<file path="src/rtl/rqsb_pkg.sv">
// register map, field layout and state codes of the request stream controller
// assumes a 32-bit AXI4-Lite register bus and a single system clock
package rqsb_pkg;
	// ************************************************************
	// register offsets (byte addresses)
	// ************************************************************
	localparam int AXI_AW = 8;
	localparam logic [7:0] OFS_CTRL = 8'h00;
	localparam logic [7:0] OFS_CONFIG = 8'h04;
	localparam logic [7:0] OFS_LENGTH = 8'h08;
	localparam logic [7:0] OFS_SEED = 8'h0C;
	localparam logic [7:0] OFS_STATUS = 8'h10;
	localparam logic [31:0] REG_RESET = 32'h0000_0000;
	localparam logic [1:0] RESP_OKAY = 2'h0;
	localparam logic [1:0] RESP_SLVERR = 2'h2;
	// ************************************************************
	// register fields
	// ************************************************************
	localparam int CTRL_START = 0;
	localparam int CFG_FBE_LSB = 0;
	localparam int CFG_LBE_LSB = 4;
	localparam int CFG_OFS_LSB = 8;
	localparam int CFG_DWMODE = 12;
	localparam int CFG_ROOT = 13;
	localparam int CFG_CFGREQ = 14;
	localparam int CFG_POSTED = 15;
	localparam int CFG_ABORT_EN = 16;
	localparam int CFG_ABORT_END = 17;
	localparam int LEN_DW_LSB = 0;
	localparam int LEN_AT_LSB = 16;
	localparam int STS_BUSY = 0;
	localparam int STS_REFUSED = 1;
	localparam int STS_CNT_LSB = 16;
	localparam int CNT_W = 16;
	// ************************************************************
	// sideband bus layout
	// ************************************************************
	localparam int SB_W = 12;
	localparam int BE_W = 4;
	localparam int OFS_W = 3;
	localparam int LEN_W = 11;
	localparam int SB_FBE_LSB = 0;
	localparam int SB_LBE_LSB = 4;
	localparam int SB_OFS_LSB = 8;
	localparam int SB_ABORT = 11;
	localparam logic [3:0] BE_ZERO = 4'h0;
	localparam logic [2:0] OFS_ZERO = 3'h0;
	localparam logic [10:0] LEN_ONE = 11'h001;
	localparam logic [10:0] LEN_ZERO = 11'h000;
	typedef enum logic [1:0] {ST_IDLE = 2'h1, ST_SEND = 2'h2} rqsb_state_t;
endpackage

</file>
<file path="src/rtl/rqsb_word_if.sv">
// stream word carrier between the sequencer, the buffer and the output stage
// assumes both ends share one clock
`timescale 1ns/1ps
interface rqsb_word_if #(parameter int W = 1);
	logic valid;
	logic ready;
	logic [W-1:0] data;
	modport src (output valid, output data, input ready);
	modport snk (input valid, input data, output ready);
endinterface

</file>
<file path="src/rtl/rqsb_buf2.sv">
// two-entry buffer with valid and ready on both sides
// assumes the drain side holds ready for as long as it likes; head word is a flop
`timescale 1ns/1ps
module rqsb_buf2 #(parameter int W = 8)
(
	input wire logic clk, // system clock
	input wire logic rst_b, // synchronous reset, low
	rqsb_word_if.snk in_w, // filling side
	rqsb_word_if.src out_w // draining side
);
	logic [1:0] cnt_reg;
	logic [W-1:0] slot0_reg;
	logic [W-1:0] slot1_reg;
	logic push;
	logic pop;
	assign in_w.ready = (cnt_reg != 2'h2);
	assign out_w.valid = (cnt_reg != 2'h0);
	assign out_w.data = slot0_reg;
	assign push = in_w.valid & in_w.ready;
	assign pop = out_w.valid & out_w.ready;
	always_ff @(posedge clk)
	begin
		if (!rst_b)
			cnt_reg <= 2'h0;
		else if (push && !pop)
			cnt_reg <= cnt_reg + 2'h1;
		else if (pop && !push)
			cnt_reg <= cnt_reg - 2'h1;
	end
	// head always sits in slot0 so the output needs no read mux
	always_ff @(posedge clk)
	begin
		if (!rst_b)
		begin
			slot0_reg <= '0;
			slot1_reg <= '0;
		end
		else if (pop)
		begin
			if (cnt_reg == 2'h2)
				slot0_reg <= slot1_reg;
			else if (push)
				slot0_reg <= in_w.data;
		end
		else if (push)
		begin
			if (cnt_reg == 2'h0)
				slot0_reg <= in_w.data;
			else
				slot1_reg <= in_w.data;
		end
	end
endmodule // rqsb_buf2

</file>
<file path="src/rtl/rqsb_ctrl.sv">
// request stream controller: AXI4-Lite registers, packet sequencer, output stage
// assumes the device core shares CLK_SYS and samples the sideband on the first beat
//
// Implementation choices: the register offsets and the AXI4-Lite register port.
`timescale 1ns/1ps
// Functional notes
// [RQ1] first dword byte enables go on sideband bits 3:0
// [RQ2] write packets mark valid bytes of first payload dword there
// [RQ3] device samples byte enables and offset on the first accepted beat
// [RQ4] final dword byte enables go on sideband bits 7:4
// [RQ5] one dword or zero length packets drive final byte enables zero
// [RQ6] multi-dword writes mark valid bytes of the final dword
// [RQ7] address-aligned mode puts start lane modulo 4 on bits 10:8
// [RQ8] dword-alignment mode holds the lane offset at zero
// [RQ9] root-port configuration packets are aligned to lane zero
// [RQ10] bit 11 aborts a packet; device nullifies the matching packet
// [RQ11] after abort, end at once or finish; abort stays raised
// [RQ12] abort raised only with ready high, held until ready high
// [RQ13] abort never used on non-posted requests
// [RQ14] abort never on the first beat of a packet
// [RQ15] beat moves on valid and ready; stalled beats hold steady
module rqsb_ctrl #(parameter int DATA_W = 32)
(
	input wire logic CLK_SYS, // system clock
	input wire logic RST_B, // synchronous reset, low
	input wire logic [7:0] S_AXI_AWADDR, // write address
	input wire logic S_AXI_AWVALID, // write address valid
	output logic S_AXI_AWREADY, // write address ready
	input wire logic [31:0] S_AXI_WDATA, // write data
	input wire logic [3:0] S_AXI_WSTRB, // write byte strobes
	input wire logic S_AXI_WVALID, // write data valid
	output logic S_AXI_WREADY, // write data ready
	output logic [1:0] S_AXI_BRESP, // write response
	output logic S_AXI_BVALID, // write response valid
	input wire logic S_AXI_BREADY, // write response ready
	input wire logic [7:0] S_AXI_ARADDR, // read address
	input wire logic S_AXI_ARVALID, // read address valid
	output logic S_AXI_ARREADY, // read address ready
	output logic [31:0] S_AXI_RDATA, // read data
	output logic [1:0] S_AXI_RRESP, // read response
	output logic S_AXI_RVALID, // read data valid
	input wire logic S_AXI_RREADY, // read data ready
	output logic [DATA_W-1:0] REQUEST_DATA, // request payload beat
	output logic REQUEST_LAST, // last beat of packet
	output logic [11:0] REQUEST_SIDEBAND_BUS, // sideband fields
	output logic REQUEST_VALID, // beat valid
	input wire logic REQUEST_READY // device accepts beat
);
	localparam int WW = DATA_W + rqsb_pkg::SB_W + 1;
	// ************************************************************
	// register bus slave
	// ************************************************************
	logic aw_have_reg;
	logic [7:0] aw_addr_reg;
	logic w_have_reg;
	logic [31:0] w_data_reg;
	logic [3:0] w_strb_reg;
	logic bvalid_reg;
	logic [1:0] bresp_reg;
	logic rvalid_reg;
	logic [31:0] rdata_reg;
	logic [1:0] rresp_reg;
	logic [31:0] cfg_reg;
	logic [31:0] len_reg;
	logic [31:0] seed_reg;
	logic refused_reg;
	logic [15:0] pkt_count_reg;
	logic do_write;
	logic wr_ctrl;
	logic wr_cfg;
	logic wr_len;
	logic wr_seed;
	logic wr_status;
	logic start_req;
	logic refuse_evt;
	logic busy;
	logic [31:0] sts_word;
	logic [31:0] rd_word;
	logic rd_hit;
	function automatic logic [31:0] merge(input logic [31:0] old, input logic [31:0] nw, input logic [3:0] strb);
		logic [31:0] res;
		res = old;
		for (int i = 0; i < 4; i++)
			if (strb[i])
				res[i*8 +: 8] = nw[i*8 +: 8];
		return res;
	endfunction
	assign S_AXI_AWREADY = !aw_have_reg;
	assign S_AXI_WREADY = !w_have_reg;
	assign S_AXI_BVALID = bvalid_reg;
	assign S_AXI_BRESP = bresp_reg;
	assign S_AXI_ARREADY = !rvalid_reg;
	assign S_AXI_RVALID = rvalid_reg;
	assign S_AXI_RDATA = rdata_reg;
	assign S_AXI_RRESP = rresp_reg;
	// address and data are taken in either order; the write lands once both are held
	assign do_write = aw_have_reg && w_have_reg && !bvalid_reg;
	assign wr_ctrl = do_write && (aw_addr_reg == rqsb_pkg::OFS_CTRL);
	assign wr_cfg = do_write && (aw_addr_reg == rqsb_pkg::OFS_CONFIG);
	assign wr_len = do_write && (aw_addr_reg == rqsb_pkg::OFS_LENGTH);
	assign wr_seed = do_write && (aw_addr_reg == rqsb_pkg::OFS_SEED);
	assign wr_status = do_write && (aw_addr_reg == rqsb_pkg::OFS_STATUS);
	assign start_req = wr_ctrl && w_strb_reg[0] && w_data_reg[rqsb_pkg::CTRL_START];
	always_ff @(posedge CLK_SYS)
	begin
		if (!RST_B)
			aw_have_reg <= 1'b0;
		else if (S_AXI_AWVALID && !aw_have_reg)
			aw_have_reg <= 1'b1;
		else if (do_write)
			aw_have_reg <= 1'b0;
	end
	always_ff @(posedge CLK_SYS)
	begin
		if (!RST_B)
			aw_addr_reg <= 8'h00;
		else if (S_AXI_AWVALID && !aw_have_reg)
			aw_addr_reg <= S_AXI_AWADDR;
	end
	always_ff @(posedge CLK_SYS)
	begin
		if (!RST_B)
		begin
			w_have_reg <= 1'b0;
			w_data_reg <= rqsb_pkg::REG_RESET;
			w_strb_reg <= 4'h0;
		end
		else if (S_AXI_WVALID && !w_have_reg)
		begin
			w_have_reg <= 1'b1;
			w_data_reg <= S_AXI_WDATA;
			w_strb_reg <= S_AXI_WSTRB;
		end
		else if (do_write)
			w_have_reg <= 1'b0;
	end
	always_ff @(posedge CLK_SYS)
	begin
		if (!RST_B)
		begin
			bvalid_reg <= 1'b0;
			bresp_reg <= rqsb_pkg::RESP_OKAY;
		end
		else if (do_write)
		begin
			bvalid_reg <= 1'b1;
			bresp_reg <= (wr_ctrl || wr_cfg || wr_len || wr_seed || wr_status) ? rqsb_pkg::RESP_OKAY
				: rqsb_pkg::RESP_SLVERR;
		end
		else if (S_AXI_BREADY)
			bvalid_reg <= 1'b0;
	end
	always_ff @(posedge CLK_SYS)
	begin
		if (!RST_B)
		begin
			cfg_reg <= rqsb_pkg::REG_RESET;
			len_reg <= rqsb_pkg::REG_RESET;
			seed_reg <= rqsb_pkg::REG_RESET;
		end
		else
		begin
			if (wr_cfg)
				cfg_reg <= merge(cfg_reg, w_data_reg, w_strb_reg);
			if (wr_len)
				len_reg <= merge(len_reg, w_data_reg, w_strb_reg);
			if (wr_seed)
				seed_reg <= merge(seed_reg, w_data_reg, w_strb_reg);
		end
	end
	// a new refusal in the clearing cycle keeps the flag set
	always_ff @(posedge CLK_SYS)
	begin
		if (!RST_B)
			refused_reg <= 1'b0;
		else if (refuse_evt)
			refused_reg <= 1'b1;
		else if (wr_status && w_strb_reg[0] && w_data_reg[rqsb_pkg::STS_REFUSED])
			refused_reg <= 1'b0;
	end
	always_comb
	begin
		sts_word = rqsb_pkg::REG_RESET;
		sts_word[rqsb_pkg::STS_BUSY] = busy;
		sts_word[rqsb_pkg::STS_REFUSED] = refused_reg;
		sts_word[rqsb_pkg::STS_CNT_LSB +: rqsb_pkg::CNT_W] = pkt_count_reg;
	end
	always_comb
	begin
		rd_hit = 1'b1;
		if (S_AXI_ARADDR == rqsb_pkg::OFS_CONFIG)
			rd_word = cfg_reg;
		else if (S_AXI_ARADDR == rqsb_pkg::OFS_LENGTH)
			rd_word = len_reg;
		else if (S_AXI_ARADDR == rqsb_pkg::OFS_SEED)
			rd_word = seed_reg;
		else if (S_AXI_ARADDR == rqsb_pkg::OFS_STATUS)
			rd_word = sts_word;
		else if (S_AXI_ARADDR == rqsb_pkg::OFS_CTRL)
			rd_word = rqsb_pkg::REG_RESET;
		else
		begin
			rd_word = rqsb_pkg::REG_RESET;
			rd_hit = 1'b0;
		end
	end
	always_ff @(posedge CLK_SYS)
	begin
		if (!RST_B)
		begin
			rvalid_reg <= 1'b0;
			rdata_reg <= rqsb_pkg::REG_RESET;
			rresp_reg <= rqsb_pkg::RESP_OKAY;
		end
		else if (S_AXI_ARVALID && !rvalid_reg)
		begin
			rvalid_reg <= 1'b1;
			rdata_reg <= rd_word;
			rresp_reg <= rd_hit ? rqsb_pkg::RESP_OKAY : rqsb_pkg::RESP_SLVERR;
		end
		else if (S_AXI_RREADY)
			rvalid_reg <= 1'b0;
	end
	// ************************************************************
	// packet sequencer
	// ************************************************************
	rqsb_pkg::rqsb_state_t state_reg;
	logic [10:0] beat_reg;
	logic [10:0] pkt_last_reg;
	logic [10:0] pkt_at_reg;
	logic [10:0] sb_low;
	logic [10:0] pkt_sb_reg;
	logic [31:0] pkt_seed_reg;
	logic pkt_abort_on_reg;
	logic pkt_abort_end_reg;
	logic abort_active_reg;
	logic abort_req;
	logic abort_bad;
	logic can_start;
	logic beat_abort;
	logic word_last;
	logic push;
	logic [10:0] len_dw;
	logic [10:0] abort_at;
	rqsb_word_if #(.W(WW)) seq_w ();
	rqsb_word_if #(.W(WW)) out_w ();
	assign len_dw = len_reg[rqsb_pkg::LEN_DW_LSB +: rqsb_pkg::LEN_W];
	assign abort_at = len_reg[rqsb_pkg::LEN_AT_LSB +: rqsb_pkg::LEN_W];
	rqsb_sideband u_sideband
	(
		.first_dword_byte_enables(cfg_reg[rqsb_pkg::CFG_FBE_LSB +: rqsb_pkg::BE_W]),
		.final_dword_byte_enables(cfg_reg[rqsb_pkg::CFG_LBE_LSB +: rqsb_pkg::BE_W]),
		.lane_offset(cfg_reg[rqsb_pkg::CFG_OFS_LSB +: rqsb_pkg::OFS_W]),
		.length_dw(len_dw),
		.dword_mode(cfg_reg[rqsb_pkg::CFG_DWMODE]),
		.root_port(cfg_reg[rqsb_pkg::CFG_ROOT]),
		.cfg_request(cfg_reg[rqsb_pkg::CFG_CFGREQ]),
		.sideband(sb_low)
	);
	// a start while the buffer still holds beats is refused, so packet snapshots never mix
	assign busy = (state_reg != rqsb_pkg::ST_IDLE) || out_w.valid;
	assign abort_req = cfg_reg[rqsb_pkg::CFG_ABORT_EN];
	assign abort_bad = abort_req && (!cfg_reg[rqsb_pkg::CFG_POSTED] || (abort_at == rqsb_pkg::LEN_ZERO));
	assign can_start = start_req && !busy;
	assign refuse_evt = start_req && (busy || abort_bad);
	assign beat_abort = abort_active_reg || (pkt_abort_on_reg && (beat_reg == pkt_at_reg)); // RQ10 RQ11
	assign word_last = (beat_reg == pkt_last_reg) || (beat_abort && pkt_abort_end_reg); // RQ11
	assign seq_w.valid = (state_reg == rqsb_pkg::ST_SEND);
	assign seq_w.data = {word_last, beat_abort, pkt_sb_reg, DATA_W'(pkt_seed_reg + 32'(beat_reg))};
	assign push = seq_w.valid && seq_w.ready;
	always_ff @(posedge CLK_SYS)
	begin
		if (!RST_B)
			state_reg <= rqsb_pkg::ST_IDLE;
		else
			case (state_reg)
				rqsb_pkg::ST_IDLE:
					if (can_start)
						state_reg <= rqsb_pkg::ST_SEND;
				rqsb_pkg::ST_SEND:
					if (push && word_last)
						state_reg <= rqsb_pkg::ST_IDLE;
				default:
					state_reg <= rqsb_pkg::ST_IDLE;
			endcase
	end
	// fields are snapshotted at start and held on every beat, so the first beat carries them
	always_ff @(posedge CLK_SYS)
	begin
		if (!RST_B)
		begin
			pkt_sb_reg <= 11'h000;
			pkt_last_reg <= 11'h000;
			pkt_at_reg <= 11'h000;
			pkt_seed_reg <= rqsb_pkg::REG_RESET;
			pkt_abort_on_reg <= 1'b0;
			pkt_abort_end_reg <= 1'b0;
		end
		else if (can_start)
		begin
			pkt_sb_reg <= sb_low; // RQ3
			pkt_last_reg <= (len_dw == rqsb_pkg::LEN_ZERO) ? rqsb_pkg::LEN_ZERO : len_dw - rqsb_pkg::LEN_ONE;
			pkt_at_reg <= abort_at;
			pkt_seed_reg <= seed_reg;
			pkt_abort_on_reg <= abort_req && !abort_bad; // RQ13 RQ14
			pkt_abort_end_reg <= cfg_reg[rqsb_pkg::CFG_ABORT_END];
		end
	end
	always_ff @(posedge CLK_SYS)
	begin
		if (!RST_B)
		begin
			beat_reg <= 11'h000;
			abort_active_reg <= 1'b0;
		end
		else if (can_start)
		begin
			beat_reg <= 11'h000;
			abort_active_reg <= 1'b0;
		end
		else if (push)
		begin
			beat_reg <= beat_reg + rqsb_pkg::LEN_ONE;
			if (beat_abort)
				abort_active_reg <= 1'b1; // RQ11
		end
	end
	always_ff @(posedge CLK_SYS)
	begin
		if (!RST_B)
			pkt_count_reg <= 16'h0000;
		else if (push && word_last)
			pkt_count_reg <= pkt_count_reg + 16'h0001;
	end
	// ************************************************************
	// output stage
	// ************************************************************
	rqsb_buf2 #(.W(WW)) u_buf
	(
		.clk(CLK_SYS),
		.rst_b(RST_B),
		.in_w(seq_w),
		.out_w(out_w)
	);
	assign out_w.ready = REQUEST_READY; // RQ15
	assign REQUEST_VALID = out_w.valid;
	assign REQUEST_DATA = out_w.data[DATA_W-1:0];
	assign REQUEST_LAST = out_w.data[WW-1];
	// abort shows only in a taking cycle: never raised into a stall, never left on an idle bus
	assign REQUEST_SIDEBAND_BUS = {out_w.data[DATA_W + rqsb_pkg::SB_ABORT] & REQUEST_READY & out_w.valid,
		out_w.data[DATA_W +: rqsb_pkg::SB_ABORT]}; // RQ12
	// ************************************************************
	// checks
	// ************************************************************
	logic out_first_reg;
	logic out_aborted_reg;
	logic hs;
	assign hs = REQUEST_VALID && REQUEST_READY;
	always_ff @(posedge CLK_SYS)
	begin
		if (!RST_B)
		begin
			out_first_reg <= 1'b1;
			out_aborted_reg <= 1'b0;
		end
		else if (hs)
		begin
			out_first_reg <= REQUEST_LAST;
			out_aborted_reg <= !REQUEST_LAST && (out_aborted_reg || REQUEST_SIDEBAND_BUS[rqsb_pkg::SB_ABORT]);
		end
	end
endmodule // rqsb_ctrl

</file>
<file path="src/rtl/rqsb_sideband.sv">
// packs byte enables and lane offset into the low sideband field
// assumes the caller snapshots the result once per packet
`timescale 1ns/1ps
module rqsb_sideband
(
	input wire logic [3:0] first_dword_byte_enables, // header first byte enables
	input wire logic [3:0] final_dword_byte_enables, // header last byte enables
	input wire logic [2:0] lane_offset, // payload start lane
	input wire logic [10:0] length_dw, // payload length in dwords
	input wire logic dword_mode, // dword-alignment mode
	input wire logic root_port, // root-port operation
	input wire logic cfg_request, // configuration request
	output logic [10:0] sideband // bits 10:0 of the sideband bus
);
	logic [3:0] final_be_eff;
	logic [2:0] ofs_eff;
	// single dword and zero length carry no last byte enables
	assign final_be_eff = (length_dw <= rqsb_pkg::LEN_ONE) ? rqsb_pkg::BE_ZERO
		: final_dword_byte_enables; // RQ4 RQ5 RQ6
	// offset is modulo 4, forced to lane 0 where alignment demands it
	assign ofs_eff = (dword_mode || (root_port && cfg_request)) ? rqsb_pkg::OFS_ZERO
		: {1'b0, lane_offset[1:0]}; // RQ7 RQ8 RQ9
	assign sideband = {ofs_eff, final_be_eff, first_dword_byte_enables}; // RQ1 RQ2
endmodule // rqsb_sideband

</file>
<file path="config.mk">
export PLATFORM = sky130hd
export DESIGN_NAME = rqsb_ctrl
export DESIGN_NICKNAME = d
export VERILOG_FILES = /design/src/rtl/rqsb_pkg.sv /design/src/rtl/rqsb_word_if.sv /design/src/rtl/rqsb_buf2.sv /design/src/rtl/rqsb_ctrl.sv /design/src/rtl/rqsb_sideband.sv
export SDC_FILE = /design/constraint.sdc
export NUM_CORES = 1
export LEC_CHECK = 0
export ABC_CLOCK_PERIOD_IN_PS = 3300
export BUFFER_PORTS_ARGS = -buffer_cell sky130_fd_sc_hd__buf_4
export CAP_MARGIN = 0
export CELL_PAD_IN_SITES_DETAIL_PLACEMENT = 1
export CELL_PAD_IN_SITES_GLOBAL_PLACEMENT = 1
export CORE_MARGIN = 5
export CORE_UTILIZATION = 45
export DETAILED_ROUTE_END_ITERATION = 16
export MAX_ROUTING_LAYER = met4
export PLACE_DENSITY_LB_ADDON = 0.3
export REMOVE_ABC_BUFFERS = 1
export SYNTH_ARGS = -nofsm -noshare
export SYNTH_HDL_FRONTEND = slang
export SYNTH_HIERARCHICAL = 1
export SYNTH_SLANG_ARGS = --single-unit
</file>
<file path="constraint.sdc">
create_clock -name CLK_SYS -period 3.3 [get_ports CLK_SYS]
set_input_delay 0.33 -clock CLK_SYS [delete_from_list [all_inputs] [get_ports CLK_SYS]]
set_output_delay 0.33 -clock CLK_SYS [all_outputs]
set_load 0.01 [all_outputs]
</file>
After elaboration in Yosys (flattened, before gate mapping)
Cells that the tools add are included.
- $add $sub $neg: 6
- $lt $le $gt $ge: 1
- equal/unequal tests: 17
- mux-type cells: 33
- bitwise gates (word level): 7
- reduce and logical (&&, ||, !) cells: 76
- operators with widths (cell ; number):
    $mux 45 ; 5
    $mux 32 ; 4
    $add 32x11->32 ; 1
    $eq 8x4->1 const B ; 4
    $reduce_and 2->1 ; 14
    $logic_and 1x1->1 ; 25
    $eq 11x11->1 ; 2
    $logic_not 11->1 ; 2
    $reduce_bool 2->1 ; 10
    $add 16x1->16 const B ; 1
    $eq 8x3->1 const B ; 2
    $eq 8x5->1 const B ; 2
    $logic_not 8->1 ; 2
    $mux 1 ; 14
    $mux 2 ; 7
    $add 11x1->11 const B ; 1
    $le 11x1->1 const B ; 1
    $mux 11 ; 1
    $sub 11x1->11 const B ; 1
    $logic_or 1x1->1 ; 10
    $logic_not 1->1 ; 9
    $reduce_and 3->1 ; 2
    $and 1x1->1 ; 4
    $eq 2x2->1 const B ; 2
    10 further kinds ; 14
- bits in registers: 370
- bits of input ports: 60
- output and inout bits: 87
- logic and storage cells: 176

Longest topological paths before layout
Gate-level depths: netlist (run 1).
- depth after elaboration: 8
- mapped depth: 12
- mapped depth without buffers: 11

Modules after synthesis
The synthesis (run 1) kept the hierarchy.
- modules (own cells, without submodules) (module ; instances ; cells an instance ; area each (µm²)):
    rqsb_ctrl ; 1 ; 1473 ; 12146.6
    rqsb_buf2 ; 1 ; 421 ; 4017.6
    rqsb_sideband ; 1 ; 20 ; 127.6

Least setup slack after synthesis (run 1)
OpenSTA, ideal clock, no wires.
- path kind: register to register
- start point: reg beat_reg[0]
- end point: reg u_buf.slot0_reg[10] (netlist: u_buf/out_w.data[10])
- arrival time: 2492 ps
- required time: 3213 ps
- setup slack: 721 ps
- cell stages (with the launch flop): 11
- buffers on the path: 0
- clock period less this slack: 2579 ps
- path through: dfxtp_1 > ha_1 > inv_1 > fa_1 > nor2b_1 > o31a_1 > o41a_1 > o21a_1 > o311ai_0 > mux2i_1 > a221oi_2
- cells in the longest elaborated chain, start to end: 4
- elaborated cells on any way between the ends: 6
- those cells by class: 1 x add/sub; 5 x mux
- RTL lines (what ; RTL line ; source):
    from (decl) ; rqsb_ctrl.sv:228 ; logic [10:0] beat_reg;
    from (signal assigned) ; rqsb_ctrl.sv:323 ; beat_reg <= beat_reg + rqsb_pkg::LEN_ONE;
    $add 32x11->32 (*) ; rqsb_ctrl.sv:269 ; assign seq_w.data = {word_last, beat_abort, pkt_sb_reg, DATA_W'(pkt_seed_reg + 32'(beat_reg))};
    via seq_w.data[10] ; rqsb_word_if.sv:7 ; logic [W-1:0] data;
    $mux 45, on equally long branches ; rqsb_buf2.sv:47, rqsb_buf2.sv:42 ;
    $mux 45, on equally long branches ; rqsb_buf2.sv:45, rqsb_buf2.sv:40 ;
    $mux 45 (*) ; rqsb_buf2.sv:38 ; else if (pop)
    to (signal assigned) ; rqsb_buf2.sv:41 ; slot0_reg <= slot1_reg;
    to (signal assigned) ; rqsb_buf2.sv:43 ; slot0_reg <= in_w.data;
    to (signal assigned) ; rqsb_buf2.sv:48 ; slot0_reg <= in_w.data;
    to (decl) ; rqsb_buf2.sv:12 ; logic [W-1:0] slot0_reg;
Mark *: on every way through the listed nets, which the timed path passes. The rest lies on a longest branch. The select of a mux whose other input is x is not followed.
A chain may end at the register's enable or synchronous reset.

Worst setup path after layout (run 1)
- start point: reg beat_reg[2]
- end point: reg u_buf.slot0_reg[18] (netlist: u_buf/out_w.data[18])
The elaborated chain is that of the path after synthesis.

==> summary.txt, run 1 <==
Critical Path, Cell by Cell: ha_1 -> nor2b_1 -> o31a_1 -> o41a_1 -> o211ai_1 -> nor2_1 -> xor2_1 -> mux2i_1 -> a221oi_1
fmax: 0.340 GHz
Layout Cells excl Fill: 2486
max incr delay on CP: 0.49 ns
routed length on met3: 1.93 mm
count leader, synth: nand2_1
Seq/Total Area, Yosys: 0.452
Setup-failing EPs final: 0
Root Buffer: clkbuf_16
Setup crit start kind: flop
post-synth top area cell: dfxtp_1
die footprint: 0.0401 mm²
routed via count: 14200
die height: 200 µm
Tcrit/Tclk final: 0.893
Post-Syn Area: 0.0163 mm²
maximum vdd drop: 0.284 mV
share of cells above drive strength 1: 0.169
TritonCTS buffer count: 41
warnings from Yosys: 6
Ports: 147
Final Hold Fails: 0
CP endpoint kind: flop
Post-synth top cells: nand2_1 (390), dfxtp_1 (368), a21oi_1 (238), nor2_1 (160), clkbuf_1 (93)
CTS resizes: 0
ys flop type: dfxtp_1
clock transition at the registers of the reported paths: 0.06 ns
Worst Max-Slew Pin Slew: 1.07 ns
Die Width: 200 µm
Post-DP HPWL: 33.8 mm
initial core utilization: 0.457
number of diodes: 0
Final Power: 9.53 mW
largest net degree at the start of global routing: 137
cell count after synthesis: 1914
CP Class: reg -> reg
Area contributors post-synth: dfxtp_1 (45%), nand2_1 (9.0%), a21oi_1 (7.3%)
dpl cells: 2413
GRT overflow: 0
PortBufs: 144
maxcap violations: 0
#FFs+latches synth: 368
Clock Latency Late Sink: 0.53 ns
vias per cell: 5.73
1st-iter DRT viols: 756
Clock Path Buffers: 3
CP Data Required Time: 3.71 ns
nets: 2072
max-slew violation total from the final report: 0
unrepaired setup endpoints after global routing: false
CTS H-tree depth: 2
unique cell type count in the Yosys netlist: 66
Synth top area share: 0.452
PD cells: 502 mW/mm²
first-pass GRT wire length: 80.8 mm
metal2 WL: 23.2 mm
WP buf/inv: 0
total routed wirelength: 49.5 mm
mean area per synthesized cell: 8.51 µm²
area grow syn2layout: 16.5%
# hold bufs at CTS: 1
Post-synth ARST share: 0
Std-Cell Rows: 69
leakage dissipation: 7.20 nW
DR top layer: met4
Post-CTS Setup Inserts: 0
CTS tree: yes
Hold Crit Class: in -> reg
CORE AREA: 0.0357 mm²
drc violations: 0
vias in the first global route: 14700
drt pass-1 iters: 5
crit path DAT: 3.35 ns
initial antenna violation count: 0
GR Util All Layers: 0.246
CP max-delay cell: dfxtp_1
min Tclk post-route: 2.95 ns
Placed Area: 0.0176 mm²
Final Util: 0.532
Post-DRT Antenna Nets: 0
Worst Skew: 0.0170 ns
Post-synth EDFFs: 0
met1 WL: 23.6 mm
Final Cell Area: 0.0190 mm²
status: finished clean
routability congestion estimate: 0.921
# clock sinks: 368
Crit Path Max Fanout: 6
routed length per instance: 19.9 µm
CP top delay family: compound AO/OA/AOI/OAI gates
Max transition margin: 0.275
worst min-delay path: cells and delay by family:
kind                   cells  cell delay, ns
buffers and inverters      1            0.09
AND/OR/NAND/NOR            2            0.10
kinds of logic after synthesis:
logic type | share of synthesized area
xor gates and xnor gates | 0.0407
muxes | 0.0634
other | 0.000461
and+or+nand+nor | 0.212
AOI/OAI and AO/OA | 0.169
buffers and inverters | 0.0496
DFF | 0.452
adders and majority gates | 0.0127
area by class of cell:
class	instances	area, µm²
repair buffers	185	1430
multi-input cells	1374	8140
clock buffers	61	1280
fillers	4233	16700
clock inverters	11	83.8
inverters	26	104
well taps	461	577
flip-flops and latches	368	7370
through the flow:
step           hold WS [ns]  setup TNS (ns)  setup slack, ns
2_1_floorplan         0.406         -134.00            -1.35
6_report             0.0329               0            0.355
5_1_grt              0.0356               0            0.153
4_1_cts              0.0215               0            0.348
3_3_place_gp          0.440               0            0.550
3_5_place_dp          0.446               0            0.435
power breakdown:
| group | total, mW | internal, mW | switching (mW) |
|---|---|---|---|
| clock network | 4.57 | 2.76 | 1.81 |
| logic | 0.407 | 0.150 | 0.257 |
| registers | 4.55 | 4.50 | 0.0553 |
| total | 9.53 | 7.41 | 2.13 |
worst paths after layout:
| kind | depth (start not counted) | slack [ns] | startpoint | to |
|---|---|---|---|---|
| worst max-delay path | 9 | 0.35 | beat_reg[2]$_SDFFE_PP0P_ | u_buf/out_w.data[18]$_SDFFE_PN0P_ |
| worst min-delay path | 3 | 0.03 | S_AXI_AWVALID | aw_have_reg$_SDFFE_PN0P_ |
| worst max register to register | 9 | 0.35 | beat_reg[2]$_SDFFE_PP0P_ | u_buf/out_w.data[18]$_SDFFE_PN0P_ |
| worst min register to register | 2 | 0.46 | u_buf/slot1_reg[19]$_SDFFE_PN0P_ | u_buf/slot1_reg[19]$_SDFFE_PN0P_ |
per-layer routing:
metal / up-vias / GRT usage
met3: 60 / 0.0304
met5: - / -
met4: 0 / 0.0462
li1: 6795 / -
met2: 300 / 0.393
met1: 7080 / 0.341
cells in the final DEF, fill, tap and decap left out, types with 10 or more instances in the layout:
cell type and n:
a21oi_1 238, a221oi_1 22, a221oi_2 41, a22oi_1 14
and2_1 12, and3_1 14, buf_4 181, clkbuf_16 43
clkbuf_8 14, clkinv_2 10, dfxtp_1 368, ha_1 15
inv_1 24, mux2_2 14, mux2i_1 86, nand2_1 389
nand3_1 83, nor2_1 160, nor3_1 37, nor3_2 12
o21ai_0 26, o221ai_1 18, xnor2_1 35, xor2_1 37
No activity file was read; power rests on OpenSTA's default activity.
==> inputs of run 2 (changes only) <==
CELL_PAD_IN_SITES_DETAIL_PLACEMENT = default   (was 1)
CELL_PAD_IN_SITES_GLOBAL_PLACEMENT = default   (was 1)
CORE_MARGIN = 2   (was 5)
CORE_UTILIZATION = 60   (was 45)
SLEW_MARGIN = 20   (was default)
==> summary.txt, run 2 (synthesis gave the netlist of run 1 again) <==
total routed wirelength: 41.3 mm (was 49.5 mm)
Die Width: 169 µm (was 200 µm)
R2R Path Start: beat_reg[0]$_SDFFE_PP0P_ (was beat_reg[2]$_SDFFE_PP0P_)
Worst Max-Slew Pin Slew: 0.979 ns (was 1.07 ns)
commonest non-fill, non-tap cell in the layout: nand2_1 (unchanged)
routability congestion estimate: 0.937 (was 0.921)
drc violations: 0 (unchanged)
Fill cells: 2137 (was 4233)
Internal Power: 7.40 mW (was 7.41 mW)
Ports: 147 (unchanged)
Std-Cell Rows: 60 (was 69)
Tcrit/Tclk final: 0.935 (was 0.893)
power share of the clock group: 0.476 (was 0.480)
area grow syn2layout: 15.0% (was 16.5%)
1st-iter DRT viols: 1262 (was 756)
crit path DAT: 3.50 ns (was 3.35 ns)
part of the power in registers: 0.483 (was 0.478)
Final Hold Fails: 0 (unchanged)
Setup crit start kind: flop (unchanged)
most frequent cells in the layout: nand2_1 (389), dfxtp_1 (368), a21oi_1 (238) (unchanged)
Worst R2R End: u_buf/out_w.data[30]$_SDFFE_PN0P_ (was u_buf/out_w.data[18]$_SDFFE_PN0P_)
die footprint: 0.0285 mm² (was 0.0401 mm²)
PortBufs: 144 (unchanged)
maxcap violations: 0 (unchanged)
initial core utilization: 0.608 (was 0.457)
largest net degree at the start of global routing: 117 (was 137)
vias in the first global route: 13000 (was 14700)
clock transition at the registers of the reported paths: 0.06 ns (about the same)
status: finished clean (unchanged)
PD cells: 503 mW/mm² (was 502 mW/mm²)
die height: 169 µm (was 200 µm)
maximum vdd drop: 0.362 mV (was 0.284 mV)
Crit Path Max Fanout: 6 (unchanged)
Max transition margin: 0.337 (was 0.275)
# clock sinks: 368 (unchanged)
Final Cell Area: 0.0187 mm² (was 0.0190 mm²)
GR Util All Layers: 0.294 (was 0.246)
CTS H-tree depth: 2 (unchanged)
vias per cell: 5.96 (was 5.73)
Worst Skew: 0.0119 ns (was 0.0170 ns)
unrepaired setup endpoints after global routing: false (unchanged)
first-pass GRT wire length: 67.0 mm (was 80.8 mm)
routed length per instance: 17.5 µm (was 19.9 µm)
combinational group share of total power: 0.041 (was 0.043)
nets: 2063 (was 2072)
# hold bufs at CTS: 1 (unchanged)
CP Class: reg -> reg (unchanged)
Setup-failing EPs final: 0 (unchanged)
worst reg-to-reg path cell count: 11 (was 9)
Clock Path Buffers: 3 (unchanged)
drt pass-1 iters: 5 (unchanged)
Post-DRT Antenna Nets: 0 (unchanged)
CORE AREA: 0.0268 mm² (was 0.0357 mm²)
Post-DP HPWL: 27.7 mm (was 33.8 mm)
routed via count: 14000 (was 14200)
Hold Crit Class: in -> reg (unchanged)
TritonCTS buffer count: 38 (was 41)
Final Power: 9.42 mW (was 9.53 mW)
min Tclk post-route: 3.08 ns (was 2.95 ns)
max-slew violation total from the final report: 0 (unchanged)
share of cells above drive strength 1: 0.161 (was 0.169)
Placed Area: 0.0174 mm² (was 0.0176 mm²)
switch share: 0.214 (was 0.223)
Root Buffer: clkbuf_16 (unchanged)
Post-CTS Setup Inserts: 0 (unchanged)
dpl cells: 2287 (was 2413)
GRT overflow: 0 (unchanged)
sw power: 2.02 mW (was 2.13 mW)
initial antenna violation count: 1 (was 0)
CTS resizes: 0 (unchanged)
CP endpoint kind: flop (unchanged)
CP Data Required Time: 3.72 ns (was 3.71 ns)
CTS tree: yes (unchanged)
Clock Latency Late Sink: 0.52 ns (was 0.53 ns)
Layout Cells excl Fill: 2357 (was 2486)
hold path startpoint: S_AXI_WVALID (was S_AXI_AWVALID)
hold_ws: 0.0405 ns (was 0.0329 ns)
Worst Hold Endpoint: w_have_reg$_SDFFE_PN0P_ (was aw_have_reg$_SDFFE_PN0P_)
hold path depth: 3 (unchanged)
fmax: 0.324 GHz (was 0.340 GHz)
setup slack, reg-to-reg: 0.22 ns (was 0.35 ns)
leakage dissipation: 7.13 nW (was 7.20 nW)
-- run 2: changes by cell type in the layout (fill, tap and decap cells not counted), sizes merged --
| cell | before | now |
|---|---|---|
| clkinv | 10 | 4 |
| diode | 0 | 1 |
| bufinv | 1 | 4 |
| inv | 26 | 25 |
| buf | 184 | 178 |
-- run 2: cell type report --
class	count	area, µm²	area share
flip-flops and latches	368	7370	0.393
clock buffers	61	1180	0.0630
well taps	341	427	0.0228
inverters	26	104	0.00554
diodes	1	2.50	0.000134
repair buffers	179	1380	0.0739
multi-input cells	1374	8140	0.434
clock inverters	7	135	0.00721
-- run 2: power groups by stage --
stage | logic, mW | registers [mW] | clock network [mW]
after floorplan | 0.185 | 4.65 | 0
after global placement | 0.372 | 4.65 | 0
after detailed placement | 0.380 | 4.65 | 0
after CTS | 0.384 | 4.55 | 4.53
after global routing | 0.416 | 4.56 | 4.71
final | 0.385 | 4.55 | 4.48
-- run 2: how the worst max path moves through the flow --
stage                     depth (start not counted)                                 to  slack [ns]                      from
after floorplan                                   4       pkt_last_reg[2]$_SDFFE_PN0P_       -1.35                     RST_B
after global placement                           11  u_buf/out_w.data[26]$_SDFFE_PN0P_        0.37  beat_reg[0]$_SDFFE_PP0P_
after detailed placement                         10  u_buf/out_w.data[10]$_SDFFE_PN0P_        0.30  beat_reg[0]$_SDFFE_PP0P_
after CTS                                        10  u_buf/out_w.data[10]$_SDFFE_PN0P_        0.28  beat_reg[0]$_SDFFE_PP0P_
after global routing                             11  u_buf/out_w.data[30]$_SDFFE_PN0P_        0.01  beat_reg[0]$_SDFFE_PP0P_
final                                            11  u_buf/out_w.data[30]$_SDFFE_PN0P_        0.22  beat_reg[0]$_SDFFE_PP0P_
-- run 2: per-layer routing --
| metal | global-route usage | part of all wire | vias to the layer above |
|---|---|---|---|
| met5 | - | 0 | - |
| met4 | 0.0866 | 0.025 | 0 |
| met3 | 0.0470 | 0.086 | 91 |
| met2 | 0.448 | 0.45 | 571 |
| met1 | 0.406 | 0.43 | 6619 |
| li1 | - | - | 6761 |
-- run 2: per-stage QoR --
step / setup WS, ns / setup TNS (ns) / util
6_report: 0.216 / 0 / 0.699
5_1_grt: 0.0111 / 0 / 0.699
4_1_cts: 0.284 / 0 / 0.699
3_5_place_dp: 0.296 / 0 / 0.650
3_3_place_gp: 0.372 / 0 / 0.650
2_1_floorplan: -1.35 / -134.00 / -
-- run 2: worst max-delay path, cell delays in order, from the launching register on --
cell	delay (ns)
dfxtp_1	0.48
ha_1	0.24
inv_1	0.06
fa_1	0.40
nor2b_1	0.18
o31a_1	0.20
o41a_1	0.26
o211ai_1	0.28
nor2_1	0.22
xor2_1	0.23
mux2i_1	0.12
a221oi_2	0.29
